$ cat src/wwm_pkg.sv
package wwm_pkg;

  // timebase: one tick per microsecond of elapsed time
  localparam int CLK_PERIOD_PS = 8000;
  localparam int US_PS         = 1000000;
  localparam int TICK_CYCLES   = (US_PS + CLK_PERIOD_PS - 1) / CLK_PERIOD_PS;
  localparam int TICK_W        = $clog2(TICK_CYCLES);

  // elapsed time in microseconds, wide enough for the longest window
  localparam int ELAPSED_W     = 22;

  // factory window bounds, microseconds
  localparam logic [ELAPSED_W-1:0] SEL00_LOWER_US = 22'h00652c; // 25.9 ms
  localparam logic [ELAPSED_W-1:0] SEL00_UPPER_US = 22'h00b6d0; // 46.8 ms
  localparam logic [ELAPSED_W-1:0] SEL01_LOWER_US = 22'h0186a0; // 100 ms
  localparam logic [ELAPSED_W-1:0] SEL01_UPPER_US = 22'h030d40; // 200 ms
  localparam logic [ELAPSED_W-1:0] SEL10_LOWER_US = 22'h061a80; // 400 ms
  localparam logic [ELAPSED_W-1:0] SEL10_UPPER_US = 22'h0c3500; // 800 ms
  localparam logic [ELAPSED_W-1:0] SEL11_LOWER_US = 22'h0c3500; // 800 ms
  localparam logic [ELAPSED_W-1:0] SEL11_UPPER_US = 22'h186a00; // 1.6 s

  // window used when a capacitor sits on the window pin
  localparam logic [ELAPSED_W-1:0] CAP_LOWER_US   = 22'h002710; // 10 ms
  localparam logic [ELAPSED_W-1:0] CAP_UPPER_US   = 22'h004e20; // 20 ms

  // fault hold time with the delay pin floating
  localparam logic [ELAPSED_W-1:0] RESET_DELAY_US = 22'h030d40; // 200 ms

  typedef enum logic [1:0] {
    WWM_ST_RUN   = 2'b00,
    WWM_ST_FAULT = 2'b01
  } wwm_state_t;

endpackage

$ cat src/wwm_timer_if.sv
`timescale 1ns/1ps
`default_nettype none

interface wwm_timer_if #(
  parameter int W = 22
);
  logic         restart;
  logic [W-1:0] elapsed;

  modport timer (
    input  restart,
    output elapsed
  );
  modport user (
    output restart,
    input  elapsed
  );
endinterface

`default_nettype wire

$ cat src/wwm_timer.sv
`timescale 1ns/1ps
`default_nettype none

module wwm_timer
  import wwm_pkg::*;
(
  input  wire logic   clk,
  input  wire logic   resetn,
  wwm_timer_if.timer  tm
);

  localparam logic [TICK_W-1:0]    TICK_LAST = TICK_W'(TICK_CYCLES - 1);
  localparam logic [ELAPSED_W-1:0] SAT       = '1;

  logic [TICK_W-1:0]    pre;
  logic [ELAPSED_W-1:0] elapsed;

  wire                  tick         = (pre == TICK_LAST);
  wire [TICK_W-1:0]     next_pre     = tick ? '0 : pre + TICK_W'(1);
  // saturate so a silent host never wraps back into the open window
  wire [ELAPSED_W-1:0]  next_elapsed = (tick && elapsed != SAT) ? elapsed + ELAPSED_W'(1)
                                                                 : elapsed;

  always_ff @(posedge clk) begin
    if (!resetn || tm.restart) begin
      pre     <= '0;
      elapsed <= '0;
    end else begin
      pre     <= next_pre;
      elapsed <= next_elapsed;
    end
  end

  assign tm.elapsed = elapsed;

endmodule // wwm_timer

`default_nettype wire

$ cat src/wwm_window_watchdog_monitor.sv
`timescale 1ns/1ps
`default_nettype none

module wwm_window_watchdog_monitor
  import wwm_pkg::*;
#(
  parameter logic [ELAPSED_W-1:0] P_SEL00_LOWER_US = SEL00_LOWER_US,
  parameter logic [ELAPSED_W-1:0] P_SEL00_UPPER_US = SEL00_UPPER_US,
  parameter logic [ELAPSED_W-1:0] P_SEL01_LOWER_US = SEL01_LOWER_US,
  parameter logic [ELAPSED_W-1:0] P_SEL01_UPPER_US = SEL01_UPPER_US,
  parameter logic [ELAPSED_W-1:0] P_SEL10_LOWER_US = SEL10_LOWER_US,
  parameter logic [ELAPSED_W-1:0] P_SEL10_UPPER_US = SEL10_UPPER_US,
  parameter logic [ELAPSED_W-1:0] P_SEL11_LOWER_US = SEL11_LOWER_US,
  parameter logic [ELAPSED_W-1:0] P_SEL11_UPPER_US = SEL11_UPPER_US,
  parameter logic [ELAPSED_W-1:0] P_CAP_LOWER_US   = CAP_LOWER_US,
  parameter logic [ELAPSED_W-1:0] P_CAP_UPPER_US   = CAP_UPPER_US,
  parameter logic [ELAPSED_W-1:0] P_RESET_DELAY_US = RESET_DELAY_US
) (
  input  wire logic clk,
  input  wire logic resetn,
  input  wire logic service_pulse_in,
  input  wire logic window_select_0,
  input  wire logic window_select_1,
  input  wire logic window_cap_pin,
  input  wire logic reset_delay_cap_pin,
  input  wire logic fault_out_n_in,
  output var  logic fault_out_n_out,
  output var  logic fault_out_n_oe_n
);

  localparam int NSYNC = 6;
  localparam int I_SVC = 0;
  localparam int I_S0  = 1;
  localparam int I_S1  = 2;
  localparam int I_CAP = 3;
  localparam int I_DLY = 4;
  localparam int I_PIN = 5;

  // every pin crosses two flops before any logic looks at it
  wire  [NSYNC-1:0] pins_raw = {fault_out_n_in, reset_delay_cap_pin, window_cap_pin,
                                window_select_1, window_select_0, service_pulse_in};
  logic [NSYNC-1:0] sync_a;
  logic [NSYNC-1:0] sync_b;
  logic             svc_prev;

  genvar g;
  generate
    for (g = 0; g < NSYNC; g++) begin : g_sync
      always_ff @(posedge clk) begin
        if (!resetn) begin
          sync_a[g] <= 1'b1;
          sync_b[g] <= 1'b1;
        end else begin
          sync_a[g] <= pins_raw[g];
          sync_b[g] <= sync_a[g];
        end
      end
    end
  endgenerate

  always_ff @(posedge clk) begin
    if (!resetn) begin
      svc_prev <= 1'b1;
    end else begin
      svc_prev <= sync_b[I_SVC];
    end
  end

  // window bound lookup; a floating capacitor pin reads high
  function automatic logic [ELAPSED_W-1:0] bound_of(input logic cap_float,
                                                    input logic [1:0] sel,
                                                    input logic upper);
    logic [ELAPSED_W-1:0] b;
    b = '0;
    if (!cap_float) begin
      b = upper ? P_CAP_UPPER_US : P_CAP_LOWER_US;
    end else begin
      case (sel)
        2'b00:   b = upper ? P_SEL00_UPPER_US : P_SEL00_LOWER_US;
        2'b01:   b = upper ? P_SEL01_UPPER_US : P_SEL01_LOWER_US;
        2'b10:   b = upper ? P_SEL10_UPPER_US : P_SEL10_LOWER_US;
        default: b = upper ? P_SEL11_UPPER_US : P_SEL11_LOWER_US;
      endcase
    end
    return b;
  endfunction

  wwm_timer_if #(.W(ELAPSED_W)) tmr ();

  wwm_timer u_timer (
    .clk    (clk),
    .resetn (resetn),
    .tm     (tmr.timer)
  );

  wire [1:0]           sel_now     = {sync_b[I_S1], sync_b[I_S0]};
  wire [ELAPSED_W-1:0] lower_bound = bound_of(sync_b[I_CAP], sel_now, 1'b0);
  wire [ELAPSED_W-1:0] upper_bound = bound_of(sync_b[I_CAP], sel_now, 1'b1);

  wwm_state_t state;
  wwm_state_t next_state;
  logic       restart;
  logic       next_restart;

  // the timer still shows the old count while a restart is in flight
  wire settled       = !restart;
  wire svc_fall      = svc_prev && !sync_b[I_SVC];
  wire too_early     = settled && svc_fall && (tmr.elapsed < lower_bound);
  wire timed_out     = settled && (tmr.elapsed >= upper_bound);
  wire valid_edge    = settled && svc_fall && !too_early && !timed_out;
  wire delay_done    = settled && (tmr.elapsed >= P_RESET_DELAY_US);
  // external feedback holding the delay pin low latches the fault; only reset clears it
  wire latched       = !sync_b[I_DLY];
  // the wire cannot read back high while this device pulls it, so the hold ends by
  // letting go of the pin first; the fault is left only once the pull-up has brought
  // the line back, so a wire that something else still holds low keeps the fault
  wire hold_done     = (state == WWM_ST_FAULT) && delay_done && !latched;
  wire release_fault = hold_done && sync_b[I_PIN];

  always_comb begin
    next_state   = state;
    next_restart = 1'b0;
    case (state)
      WWM_ST_RUN: begin
        if (too_early || timed_out) begin
          next_state   = WWM_ST_FAULT;
          next_restart = 1'b1;
        end else if (valid_edge) begin
          next_restart = 1'b1;
        end
      end
      WWM_ST_FAULT: begin
        if (release_fault) begin
          next_state   = WWM_ST_RUN;
          next_restart = 1'b1;
        end
      end
      default: begin
        next_state   = WWM_ST_FAULT;
        next_restart = 1'b1;
      end
    endcase
  end

  always_ff @(posedge clk) begin
    if (!resetn) begin
      state   <= WWM_ST_RUN;
      restart <= 1'b1;
    end else begin
      state   <= next_state;
      restart <= next_restart;
    end
  end

  assign tmr.restart = restart;

  // pull low from the cycle a fault is taken until the hold is over
  wire next_drive = (next_state == WWM_ST_FAULT) && !hold_done;

  // open drain: the data bit is always low, only the enable moves
  always_ff @(posedge clk) begin
    if (!resetn) begin
      fault_out_n_out  <= 1'b0;
      fault_out_n_oe_n <= 1'b1;
    end else begin
      fault_out_n_out  <= 1'b0;
      fault_out_n_oe_n <= !next_drive;
    end
  end

endmodule // wwm_window_watchdog_monitor

`default_nettype wire

$ cat config.mk
export PLATFORM = sky130hd
export DESIGN_NAME = wwm_window_watchdog_monitor
export DESIGN_NICKNAME = d
export VERILOG_FILES = /design/src/wwm_pkg.sv /design/src/wwm_timer_if.sv /design/src/wwm_timer.sv /design/src/wwm_window_watchdog_monitor.sv
export SDC_FILE = /design/constraint.sdc
export NUM_CORES = 1
export LEC_CHECK = 0
export ABC_CLOCK_PERIOD_IN_PS = 2800
export BUFFER_PORTS_ARGS = -buffer_cell sky130_fd_sc_hd__clkbuf_2
export CORE_ASPECT_RATIO = 0.7
export CORE_MARGIN = 4
export CORE_UTILIZATION = 55
export DETAILED_ROUTE_END_ITERATION = 7
export GPL_TIMING_DRIVEN = 1
export PLACE_DENSITY = 0.72
export SYNTH_ARGS = -nofsm -noshare
export SYNTH_HDL_FRONTEND = slang
export SYNTH_SLANG_ARGS = --single-unit
$ cat constraint.sdc
create_clock -name clk -period 2.8 [get_ports clk]
set_input_delay 0.56 -clock clk [delete_from_list [all_inputs] [get_ports clk]]
set_output_delay 0.56 -clock clk [all_outputs]
set_load 0.05 [all_outputs]
* Yosys cells after proc, flatten, opt, wreduce, memory -nomap -nowiden
Cells that the tools add are included. W data, S select, Z words.
Storage, ports and cells: register bits after elaboration 46, input port bits 8, output and inout bits 2, logic and storage cells 64
Cells by class: add/subtract/negate cells 2, magnitude comparators 3, eq/ne operators 6, mux-type cells 11, reductions and logical operators 24
Operators with widths (count):
- $pmux W21 S3 | 1
- $pmux W20 S3 | 1
- $add A22 B1 Y22 const B | 1
- $ge A22 B18 Y1 const B | 1
- $ge A22 B22 Y1 | 1
- $lt A22 B22 Y1 | 1
- $ne A22 B22 Y1 const B | 1
- $mux W21 | 1
- $mux W20 | 1
- $logic_and A1 B1 Y1 | 12
- $add A7 B1 Y7 const B | 1
- $eq A7 B7 Y1 const B | 1
- $logic_not A1 Y1 | 7
- $eq A2 B1 Y1 const B | 3
- $logic_not A2 Y1 | 2
- $mux W2 | 2
- $pmux W2 S2 | 1
- $mux W1 | 3
- $eq A2 B2 Y1 const B | 1
- $logic_or A1 B1 Y1 | 2
- $pmux W1 S2 | 1
- $reduce_or A2 Y1 | 1

* Logic depth before layout (Yosys ltp)
Gate-level depths: netlist of the first run.
word-level depth 11, mapped depth 10, gate-level depth less buffers 10

* Hierarchy
A second synthesis of the first run with hierarchy kept.
Unflattened totals: cell total of the unflattened synthesis 333, area total of the unflattened synthesis 2915.3 um^2
Modules (own cells, without submodules):
- wwm_window_watchdog_monitor | instances 1, cells each 171, area an instance 1463.9 um^2, seq. area each 340.3 um^2
- wwm_timer | instances 1, cells each 162, area an instance 1451.4 um^2, seq. area each 580.6 um^2

* Worst setup path after synthesis of the first run
Ideal clock, no wire load.
path type register to register, start point register sync_b[1], in the netlist sel_now[0], end point register fault_out_n_oe_n, library setup time 0.116 ns, arrival time 2.289 ns, data required time 2.684 ns, path slack 0.395 ns, stages on the path, launching flop included 10, path buffers 0, clock period less this slack 2.405 ns, cells stage by stage dfxtp_1 -> inv_1 -> ha_1 -> and2_1 -> nor2_1 -> ha_1 -> nand4b_1 -> or4_1 -> o31a_1 -> a31o_2
On the way: word-level cells in the longest chain between the ends 11, elaborated cells between the ends (all ways) 17, those cells by class order compare (2); eq/ne (3); mux (6); reduce/logical (6)
RTL lines:
- start: declaration | RTL line wwm_window_watchdog_monitor.sv:43 | logic [NSYNC-1:0] sync_b;
- start signal: indexed assignment | RTL line wwm_window_watchdog_monitor.sv:55 | sync_b[g] <= sync_a[g];
- $eq A2 B2 Y1, or another cell as far along | RTL line wwm_window_watchdog_monitor.sv:78 | case (sel)
- $pmux W20 S3 / $pmux W21 S3 (equally long branches) | RTL line wwm_window_watchdog_monitor.sv:78
- $mux W20 / $mux W21 (equally long branches) | RTL line wwm_window_watchdog_monitor.sv:75 | if (!cap_float) begin
- $lt A22 B22 Y1 / $ge A22 B22 Y1 (equally long branches) | RTL line wwm_window_watchdog_monitor.sv:108, wwm_window_watchdog_monitor.sv:109
- $logic_and A1 B1 Y1 (on tied branches) | RTL line wwm_window_watchdog_monitor.sv:108, wwm_window_watchdog_monitor.sv:109
- $logic_or A1 B1 Y1 * | RTL line wwm_window_watchdog_monitor.sv:125 | if (too_early || timed_out) begin
- $mux W2 * | RTL line wwm_window_watchdog_monitor.sv:125
- $pmux W2 S2 * | RTL line wwm_window_watchdog_monitor.sv:123 | case (state)
- $eq A2 B1 Y1 * | RTL line wwm_window_watchdog_monitor.sv:158 | wire next_drive = (next_state == WWM_ST_FAULT) && !hold_done;
- $logic_and A1 B1 Y1 * | RTL line wwm_window_watchdog_monitor.sv:158
- $logic_not A1 Y1 * | RTL line wwm_window_watchdog_monitor.sv:167 | fault_out_n_oe_n <= !next_drive;
- end signal: assignment | RTL line wwm_window_watchdog_monitor.sv:167
- end: declaration | RTL line wwm_window_watchdog_monitor.sv:28 | output var logic fault_out_n_oe_n
Mark *: on every way between the ends. The rest lies on a longest branch, timed or not. A chain may end at the register's enable or synchronous reset.

* Worst setup path after layout of the first run
Ends and elaborated chain as after synthesis.

==> results of run 1 <==
[metal layers]
layer / vias to the layer above / share of wire [%]
li1: 1275 / -
met1: 1188 / 53
met2: 68 / 39
met3: 7 / 6.9
met4: 0 / 1.4
met5: - / 0
[synth_stat cells (2+ instances only)]
master,number
dfxtp_1,46
ha_1,42
nor2_1,28
a21oi_1,24
nand2_1,24
inv_1,19
o21ai_0,18
nand2b_1,15
nand3_1,15
or3_1,12
nand4_1,11
xor2_1,7
or4_1,6
nor4_1,5
clkbuf_1,4
nor2b_1,4
o211ai_1,4
o21a_1,4
o31ai_1,4
a211oi_1,3
and2_1,3
nor3_1,3
nor4b_1,3
o311ai_0,3
xnor2_1,3
a2111oi_0,2
and4_1,2
buf_2,2
o31a_1,2
or2_2,2
[power breakdown]
part	switching, mW	internal, mW	total (mW)
clock network	0.230	0.267	0.497
logic	0.0606	0.0381	0.0987
registers	0.0104	0.666	0.677
total	0.301	0.972	1.27
[logic make-up (layout without fill, tap and decap cells)]
group / after synthesis / in the layout / synth area share [%]
other: 1 / 2 / 0.128
buffers and inverters: 30 / 43 / 5.21
muxes: 1 / 1 / 0.342
DFF: 46 / 46 / 31.5
xor gates and xnor gates: 10 / 10 / 2.99
AOI/OAI and AO/OA: 74 / 74 / 16.3
and+or+nand+nor: 138 / 138 / 25.6
adders and majority gates: 42 / 42 / 17.9
[final timing paths]
path         depth (start not counted)               end  slack (ps)
min reg2reg                          1        sel_now[1]         410
min                                  1        sel_now[1]         410
max                                 10  fault_out_n_oe_n         190
max reg2reg                         10  fault_out_n_oe_n         190
[area by class of cell]
class | count | area [um^2]
Fill cell | 426 | 1800
Timing Repair Buffer | 16 | 113
Tap cell | 69 | 86.3
Clock inverter | 1 | 30.0
Inverter | 19 | 71.3
Multi-Input combinational cell | 267 | 1870
Sequential cell | 46 | 921
Clock buffer | 7 | 76.3
[worst register-to-register path: cells and delay by family (launching register included)]
family | cells | cell delay (ps)
adder cells (fa/ha/maj) | 2 | 480
flip-flops | 1 | 430
AO/OA/AOI/OAI | 4 | 1270
buffers and inverters | 2 | 170
AND/OR/NAND/NOR | 2 | 180
[stage by stage]
step	hold WS [ps]	total power [mW]	worst slack (ps)	setup TNS (ps)	instances
2_1_floorplan	386	0.758	395	0	343
3_3_place_gp	388	0.785	28.5	0	417
3_5_place_dp	392	0.787	-15.2	-15.2	417
4_1_cts	411	1.28	101	0	425
5_1_grt	424	1.33	27.6	0	425
6_report	409	1.27	187	0	425
[flip-flops by register name, indices dropped and copies added, names as in the netlist, 2 cells and up]
register	flops
sync_a	6
u_timer.pre	7
sel_now	2
state	2
sync_b	4
u_timer.tm.elapsed	22
[repair_timing]
| item | CTS | global route |
|---|---|---|
| endpoints found under the setup margin | 2 | 3 |
| resized for setup | 1 | 5 |
| pin swaps | 0 | 1 |
| gates cloned | 0 | 0 |
==> key figures, run 1 <==
Yosys
  – Mapped Area: 2930 um^2
  – Post-synth EDFFs: 0
  – Number of synthesized register bits: 46
  – Yosys Warn Count: 0
  – Distinct cells, synth: 52
  – Area leader, netlist: dfxtp_1
  – Post-synth top area share: 31.5%
  – Mapped Cells: 342
  – Asr flop ratio synth: 0%
  – Syn_area_per_cell: 8.56 um^2
  – Fraction of the yosys area taken by sequential cells: 31.5%
  – Post-synth top flop: dfxtp_1
  – Largest cells by area after synthesis: dfxtp_1 (31%), ha_1 (18%), a21oi_1 (4.1%)

CTS
  – Hold Buf Count CTS: 0
  – TritonCTS Buffers: 5
  – CTS tree: yes
  – Clock transition at the registers of the reported paths: 90 ps
  – Root Buffer: clkbuf_8
  – CTS Sinks: 46
  – H-Tree Depth: 2
  – Longest Clk Path Bufs: 2
  – Setup bufs post-CTS: 0
  – Skew-Pair Late Insertion Delay: 310 ps

Routing
  – DR WL/cell: 15.8 um
  – Residual DRC: 0
  – Initial drt markers: 160
  – Vias/cell: 5.97
  – Vias: 2538
  – Remaining antenna violation count after routing: 0
  – Routed WL: 6.73 mm
  – DRT Pass-1 Iters: 5

STA
  – Hold Vio Cnt, Final: 0
  – Worst-Margin Slew: 807 ps
  – Fin crit share: 93.3%
  – Post-layout min period: 2610 ps
  – Skew final: 10.8 ps
  – Final setup vio count: 0
  – Max frequency: 383 MHz
  – Max-slew headroom: 46.0%
  – Slew Limit Fails: 0
  – RSZ-0062 raised after global routing: false

Setup path
  – Top delay family on crit path: compound AO/OA/AOI/OAI gates
  – CP Data Required Time: 3010 ps
  – Startpoint Class: flip-flop
  – Buffer and inverter count on the worst path: 2
  – Worst-path maximum fanout: 5
  – Worst Path Arrival: 2820 ps
  – Slowest CP cell: o311ai_0
  – Crit path kind: flip-flop to flip-flop
  – Critical R2R Launch: sel_now[0]
  – Crit-path max cell delay: 460 ps
  – CP endpoint kind: flip-flop
  – CP Cell Sequence: inv_2 -> ha_1 -> nand2_2 -> inv_1 -> ha_1 -> nand2_1 -> o311ai_0 -> a211oi_1 -> o31a_1 -> a31o_2
  – Crit path top cell by count: ha_1
  – Origin of the worst setup path: sel_now[0]

Floorplanning
  – I/O pin count: 10
  – Die Area: 6570 um^2
  – Core area: 4970 um^2
  – Die height: 69.0 um
  – Row Count: 21
  – Die width: 95.2 um
  – Initial core utilization: 59.0%

GRT
  – Vias in the first global route: 2235
  – Initial antenna violation count: 0
  – Gr busiest metal: met1
  – M3 GR Usage: 4.57%
  – Pin count of the biggest net entering global routing: 21
  – Met1 GRT Util: 34.9%
  – Grt ovf: 0
  – Routing usage on met2: 28.6%
  – Global-route wire length before repair: 11.3 mm
  – Gr usage total: 21.9%

Placement
  – I/O Buffers: 8
  – Detailed placer's ending HPWL: 5.10 mm
  – Dpl cell area: 3050 um^2
  – GPL Wtd Cong: 0.890

Cells and area
  – Fin area: 3170 um^2
  – Antenna cell count: 0
  – Nets@finish: 405
  – Syn-to-layout area delta: 8.29%
  – Final Util: 63.8%
  – Most frequent cells in the layout: dfxtp_1 (46), ha_1 (42), nor2_1 (28)
  – Commonest non-fill, non-tap cell in the layout: dfxtp_1
  – Layout cells sized above 1: 9.55%

Power
  – Leakage: 1.21 nW
  – Pwr dens: 401 nW/um^2
  – VDD IR max: 0.194 mV

Status
  – Status: finished, final reports clean

Min path
  – Worst min path class: flip-flop to flip-flop
  – HP Start: sync_a[2]

Run
  – Max Cap Viol: 0
Note: power is estimated with default switching activity, not from simulation.
==> inputs of run 2 (changes only) <==
Settings changed: MAX_ROUTING_LAYER set to met4.
==> key figures, run 2 (same netlist as run 1, synthesis figures left out) <==
Placement
  – GPL Wtd Cong: 0.882
  – Placed instance count: 415
  – Detailed placer's ending HPWL: 4.96 mm
  – I/O Buffers: 8
  – Place WS: 60.8 ps
  – Dpl cell area: 3030 um^2

Cells and area
  – Non-Filler Instances: 422
  – Commonest non-fill, non-tap cell in the layout: dfxtp_1
  – Largest reg by FF count: u_timer.tm.elapsed
  – Nets@finish: 403
  – Final Util: 63.0%
  – Layout cells sized above 1: 8.50%
  – Max FFs per register: 22
  – Syn-to-layout area delta: 6.79%
  – Antenna cell count: 0
  – Storage element area: 921 um^2
  – Multi-input logic area: 1870 um^2
  – Fin area: 3130 um^2
  – Fillers: 446
  – Registers with the most flip-flops: u_timer.tm.elapsed (22), u_timer.pre (7), sync_a (6)
  – Most frequent cells in the layout: dfxtp_1 (46), ha_1 (42), nor2_1 (28)

Routing
  – DRT Pass-1 Iters: 5
  – WL met1: 3.57 mm
  – Initial drt markers: 164
  – Routed WL: 6.66 mm
  – DR WL/cell: 15.8 um
  – Met2 Wirelength: 2.67 mm
  – Vias/cell: 5.85
  – Remaining antenna violation count after routing: 0
  – Vias: 2469
  – Met3 Wirelength: 386 um
  – DR top layer: met4
  – Residual DRC: 0

Floorplanning
  – Initial core utilization: 59.0%
  – Die width: 95.2 um
  – Row Count: 21
  – Die height: 69.0 um
  – Die Area: 6570 um^2
  – Core area: 4970 um^2
  – I/O pin count: 10

Setup path
  – Worst Path Arrival: 2880 ps
  – CP Cell Sequence: inv_1 -> ha_1 -> nand2_1 -> ha_1 -> or4b_2 -> or4_1 -> o211ai_1 -> a31o_2
  – Worst-path maximum fanout: 5
  – Origin of the worst setup path: sel_now[0]
  – Crit path top cell by count: ha_1
  – Worst R2R End: fault_out_n_oe_n
  – Crit path kind: flip-flop to flip-flop
  – Slowest CP cell: or4b_2
  – Startpoint Class: flip-flop
  – Critical Path Sink: fault_out_n_oe_n
  – R2R Setup Slk: 180 ps
  – CP Data Required Time: 3050 ps
  – R2R cell count: 8
  – Critical R2R Launch: sel_now[0]
  – CP endpoint kind: flip-flop
  – Crit-path max cell delay: 620 ps

STA
  – Hold Vio Cnt, Final: 0
  – Max-slew headroom: 48.5%
  – Post-layout min period: 2620 ps
  – Fin Hold WS: 413 ps
  – Setup_tns: 0 ps
  – Max frequency: 381 MHz
  – Skew final: 11.6 ps
  – Fin crit share: 93.7%
  – Worst-Margin Slew: 770 ps
  – Slew Limit Fails: 0
  – Final setup vio count: 0
  – Setup ws final: 178 ps

CTS
  – H-Tree Depth: 2
  – CTS tree: yes
  – Root Buffer: clkbuf_8
  – Clock transition at the registers of the reported paths: 90 ps
  – CTS Sinks: 46
  – Setup bufs post-CTS: 0
  – Skew-Pair Late Insertion Delay: 300 ps
  – TritonCTS Buffers: 5
  – Longest Clk Path Bufs: 2

GRT
  – Initial antenna violation count: 0
  – Grt ovf: 0
  – Gr usage total: 22.4%
  – Pin count of the biggest net entering global routing: 21
  – Vias in the first global route: 2300
  – Global-route wire length before repair: 11.5 mm

Run
  – Max Cap Viol: 0

Power
  – Pwr dens: 375 nW/um^2
  – VDD IR max: 0.224 mV
  – Leakage: 1.19 nW
  – Total Power: 1.17 mW

Status
  – Status: finished, final reports clean

Min path
  – Worst min path class: flip-flop to flip-flop
## run 2: cell count changes in the layout (fill, tap and decap cells not counted), sizes merged
cell / delta
buf: -2
bufinv: -1
clkbuf: -1
clkinvlp: +1
## run 2: what timing repair did
action | in CTS | in global routing
setup endpoints to repair | 0 | 3
hold buffers | 0 | 0
gates resized for setup | 0 | 4
## run 2: final cells by class
type                            instances  area share (%)
Clock inverter                          1           0.240
Clock buffer                            6            2.32
Inverter                               19            2.28
Sequential cell                        46            29.5
Multi-Input combinational cell        267            59.8
Tap cell                               69            2.76
Timing Repair Buffer                   14            3.12
## run 2: worst min-delay path by stage
stage | cells after the start | from | slack (ps) | end
2_1_floorplan | 1 | sync_a[1] | 390 | sel_now[0]
3_3_place_gp | 1 | sync_a[2] | 390 | sel_now[1]
3_5_place_dp | 1 | sync_a[2] | 400 | sel_now[1]
4_1_cts | 1 | sync_a[2] | 420 | sel_now[1]
5_1_grt | 1 | sync_a[2] | 430 | sel_now[1]
6_report | 1 | sync_a[2] | 410 | sel_now[1]
## run 2: power breakdown
| part | switching (mW) | leakage, nW | internal, mW |
|---|---|---|---|
| Sequential | 0.0103 | 0.375 | 0.666 |
| Clock | 0.227 | 0.0373 | 0.172 |
| Combinational | 0.0598 | 0.778 | 0.0379 |
## run 2: worst max-delay path: cells and delay by family, from the launching register on
kind,cells,cell delay (ps)
AOI/OAI and AO/OA,2,410
DFF,1,350
adders and majority gates,2,500
buffers and inverters,1,140
and+or+nand+nor,3,1180
## run 2: layer usage
metal,vias up,track usage [%]
met4,0,5.28
met2,78,28.4
met5,-,-
met1,1125,35.3
met3,4,4.35
li1,1262,-
==> inputs of run 3 (changes only) <==
Settings changed: CTS_BUF_LIST set to sky130_fd_sc_hd__clkbuf_4 sky130_fd_sc_hd__clkbuf_8.
==> key figures, run 3 (same netlist as run 1, synthesis figures left out) <==
Routing
  – Vias: 2464
  – DRT Pass-1 Iters: 5
  – Routed WL: 6.68 mm
  – Residual DRC: 0
  – Initial drt markers: 155
  – Remaining antenna violation count after routing: 0
  – DR WL/cell: 15.8 um
  – Vias/cell: 5.84

Power
  – Comb pwr share: 8.3%
  – Sw Pwr: 0.300 mW
  – Flop pwr share: 57.1%
  – Switch share: 25.3%
  – Leakage: 1.19 nW
  – Pwr dens: 379 nW/um^2
  – Total Power: 1.19 mW
  – VDD IR max: 0.224 mV
  – Clock share of power: 34.7%
  – Int Pwr: 0.886 mW

CTS
  – CTS Sinks: 46
  – Setup bufs post-CTS: 0
  – Longest Clk Path Bufs: 2
  – H-Tree Depth: 2
  – Clock transition at the registers of the reported paths: 90 ps
  – Skew-Pair Late Insertion Delay: 300 ps
  – TritonCTS Buffers: 5
  – CTS tree: yes
  – Root Buffer: clkbuf_8

Cells and area
  – Max FFs per register: 22
  – Registers with the most flip-flops: u_timer.tm.elapsed (22), u_timer.pre (7), sync_a (6)
  – Most frequent cells in the layout: dfxtp_1 (46), ha_1 (42), nor2_1 (28)
  – Largest reg by FF count: u_timer.tm.elapsed
  – Antenna cell count: 0
  – Non-Filler Instances: 422
  – Nets@finish: 403
  – Layout cells sized above 1: 8.78%
  – Fillers: 446
  – Commonest non-fill, non-tap cell in the layout: dfxtp_1
  – Fin area: 3130 um^2
  – Syn-to-layout area delta: 6.92%

STA
  – Hold Vio Cnt, Final: 0
  – Max-slew headroom: 46.0%
  – Max frequency: 376 MHz
  – RSZ-0062 raised after global routing: false
  – Post-layout min period: 2660 ps
  – Skew final: 10.3 ps
  – Worst-Margin Slew: 807 ps
  – Setup ws final: 142 ps
  – Fin crit share: 94.9%
  – Setup_tns: 0 ps
  – Final setup vio count: 0
  – Slew Limit Fails: 0

Placement
  – Detailed placer's ending HPWL: 4.96 mm
  – GPL Wtd Cong: 0.882
  – I/O Buffers: 8
  – Placed instance count: 415
  – Place WS: 60.8 ps
  – Dpl cell area: 3030 um^2

Floorplanning
  – Die height: 69.0 um
  – I/O pin count: 10
  – Core area: 4970 um^2
  – Die Area: 6570 um^2
  – Initial core utilization: 59.0%
  – Row Count: 21
  – Die width: 95.2 um

GRT
  – Vias in the first global route: 2274
  – Gr usage total: 22.3%
  – Pin count of the biggest net entering global routing: 21
  – Grt ovf: 0
  – Initial antenna violation count: 0
  – Global-route wire length before repair: 11.5 mm

Setup path
  – R2R Setup Slk: 140 ps
  – Origin of the worst setup path: sel_now[0]
  – CP Data Required Time: 2990 ps
  – Worst R2R End: state[0]
  – Worst-path maximum fanout: 5
  – Crit path kind: flip-flop to flip-flop
  – R2R cell count: 9
  – Critical R2R Launch: sel_now[0]
  – Critical Path Sink: state[0]
  – CP endpoint kind: flip-flop
  – Worst Path Arrival: 2850 ps
  – Startpoint Class: flip-flop

Status
  – Status: finished, final reports clean

Min path
  – Worst min path class: flip-flop to flip-flop

Run
  – Max Cap Viol: 0
-- run 3: how the worst min path moves through the flow --
| stage | from | end | cells past startpoint |
|---|---|---|---|
| after floorplan | sync_a[1] | sel_now[0] | 1 |
| after global routing | sync_a[2] | sel_now[1] | 1 |
| after CTS | sync_a[2] | sel_now[1] | 1 |
| after global placement | sync_a[2] | sel_now[1] | 1 |
| after detailed placement | sync_a[2] | sel_now[1] | 1 |
| final | sync_a[2] | sel_now[1] | 1 |
-- run 3: critical path, stage by stage, from the launching register on --
cell and delay [ps]:
dfxtp_1 350, inv_1 140, ha_1 170, nand2_1 150
ha_1 330, or4b_2 620, nor4_2 270, o311ai_1 220
o211ai_1 180, a31oi_1 120
-- run 3: repair_timing --
action,CTS,global route
gates resized for setup,0,4
hold buffers,0,0
endpoints found under the setup margin,0,3
-- run 3: through the flow --
step                      utilization [%]  hold WS, ps
final                                63.0          413
after global placement               61.1          388
after CTS                            62.8          415
after floorplan                         -          386
after detailed placement             61.1          397
after global routing                 63.0          426
-- run 3: power groups by stage --
stage	registers [mW]	clock network, mW	logic [mW]
2_1_floorplan	0.691	0	0.0665
3_3_place_gp	0.692	0	0.0939
3_5_place_dp	0.692	0	0.0953
4_1_cts	0.676	0.414	0.0959
5_1_grt	0.678	0.450	0.112
6_report	0.677	0.411	0.0981
-- run 3: routing by layer --
layer	part of all wire (%)	global-route usage [%]	up-vias
met2	40	27.9	68
met4	0.88	5.12	0
met3	5.0	3.91	7
met5	0	-	-
met1	54	35.9	1128
li1	-	-	1261
-- run 3: area by class of cell --
cell class | count | area (um^2) | share of cell area (%)
clock inverter | 1 | 7.51 | 0.240
clock buffer | 6 | 76.3 | 2.44
timing repair buffer | 14 | 97.6 | 3.12
tap | 69 | 86.3 | 2.76
sequential | 46 | 921 | 29.4
multi-input combinational | 267 | 1870 | 59.8
inverter | 19 | 71.3 | 2.28
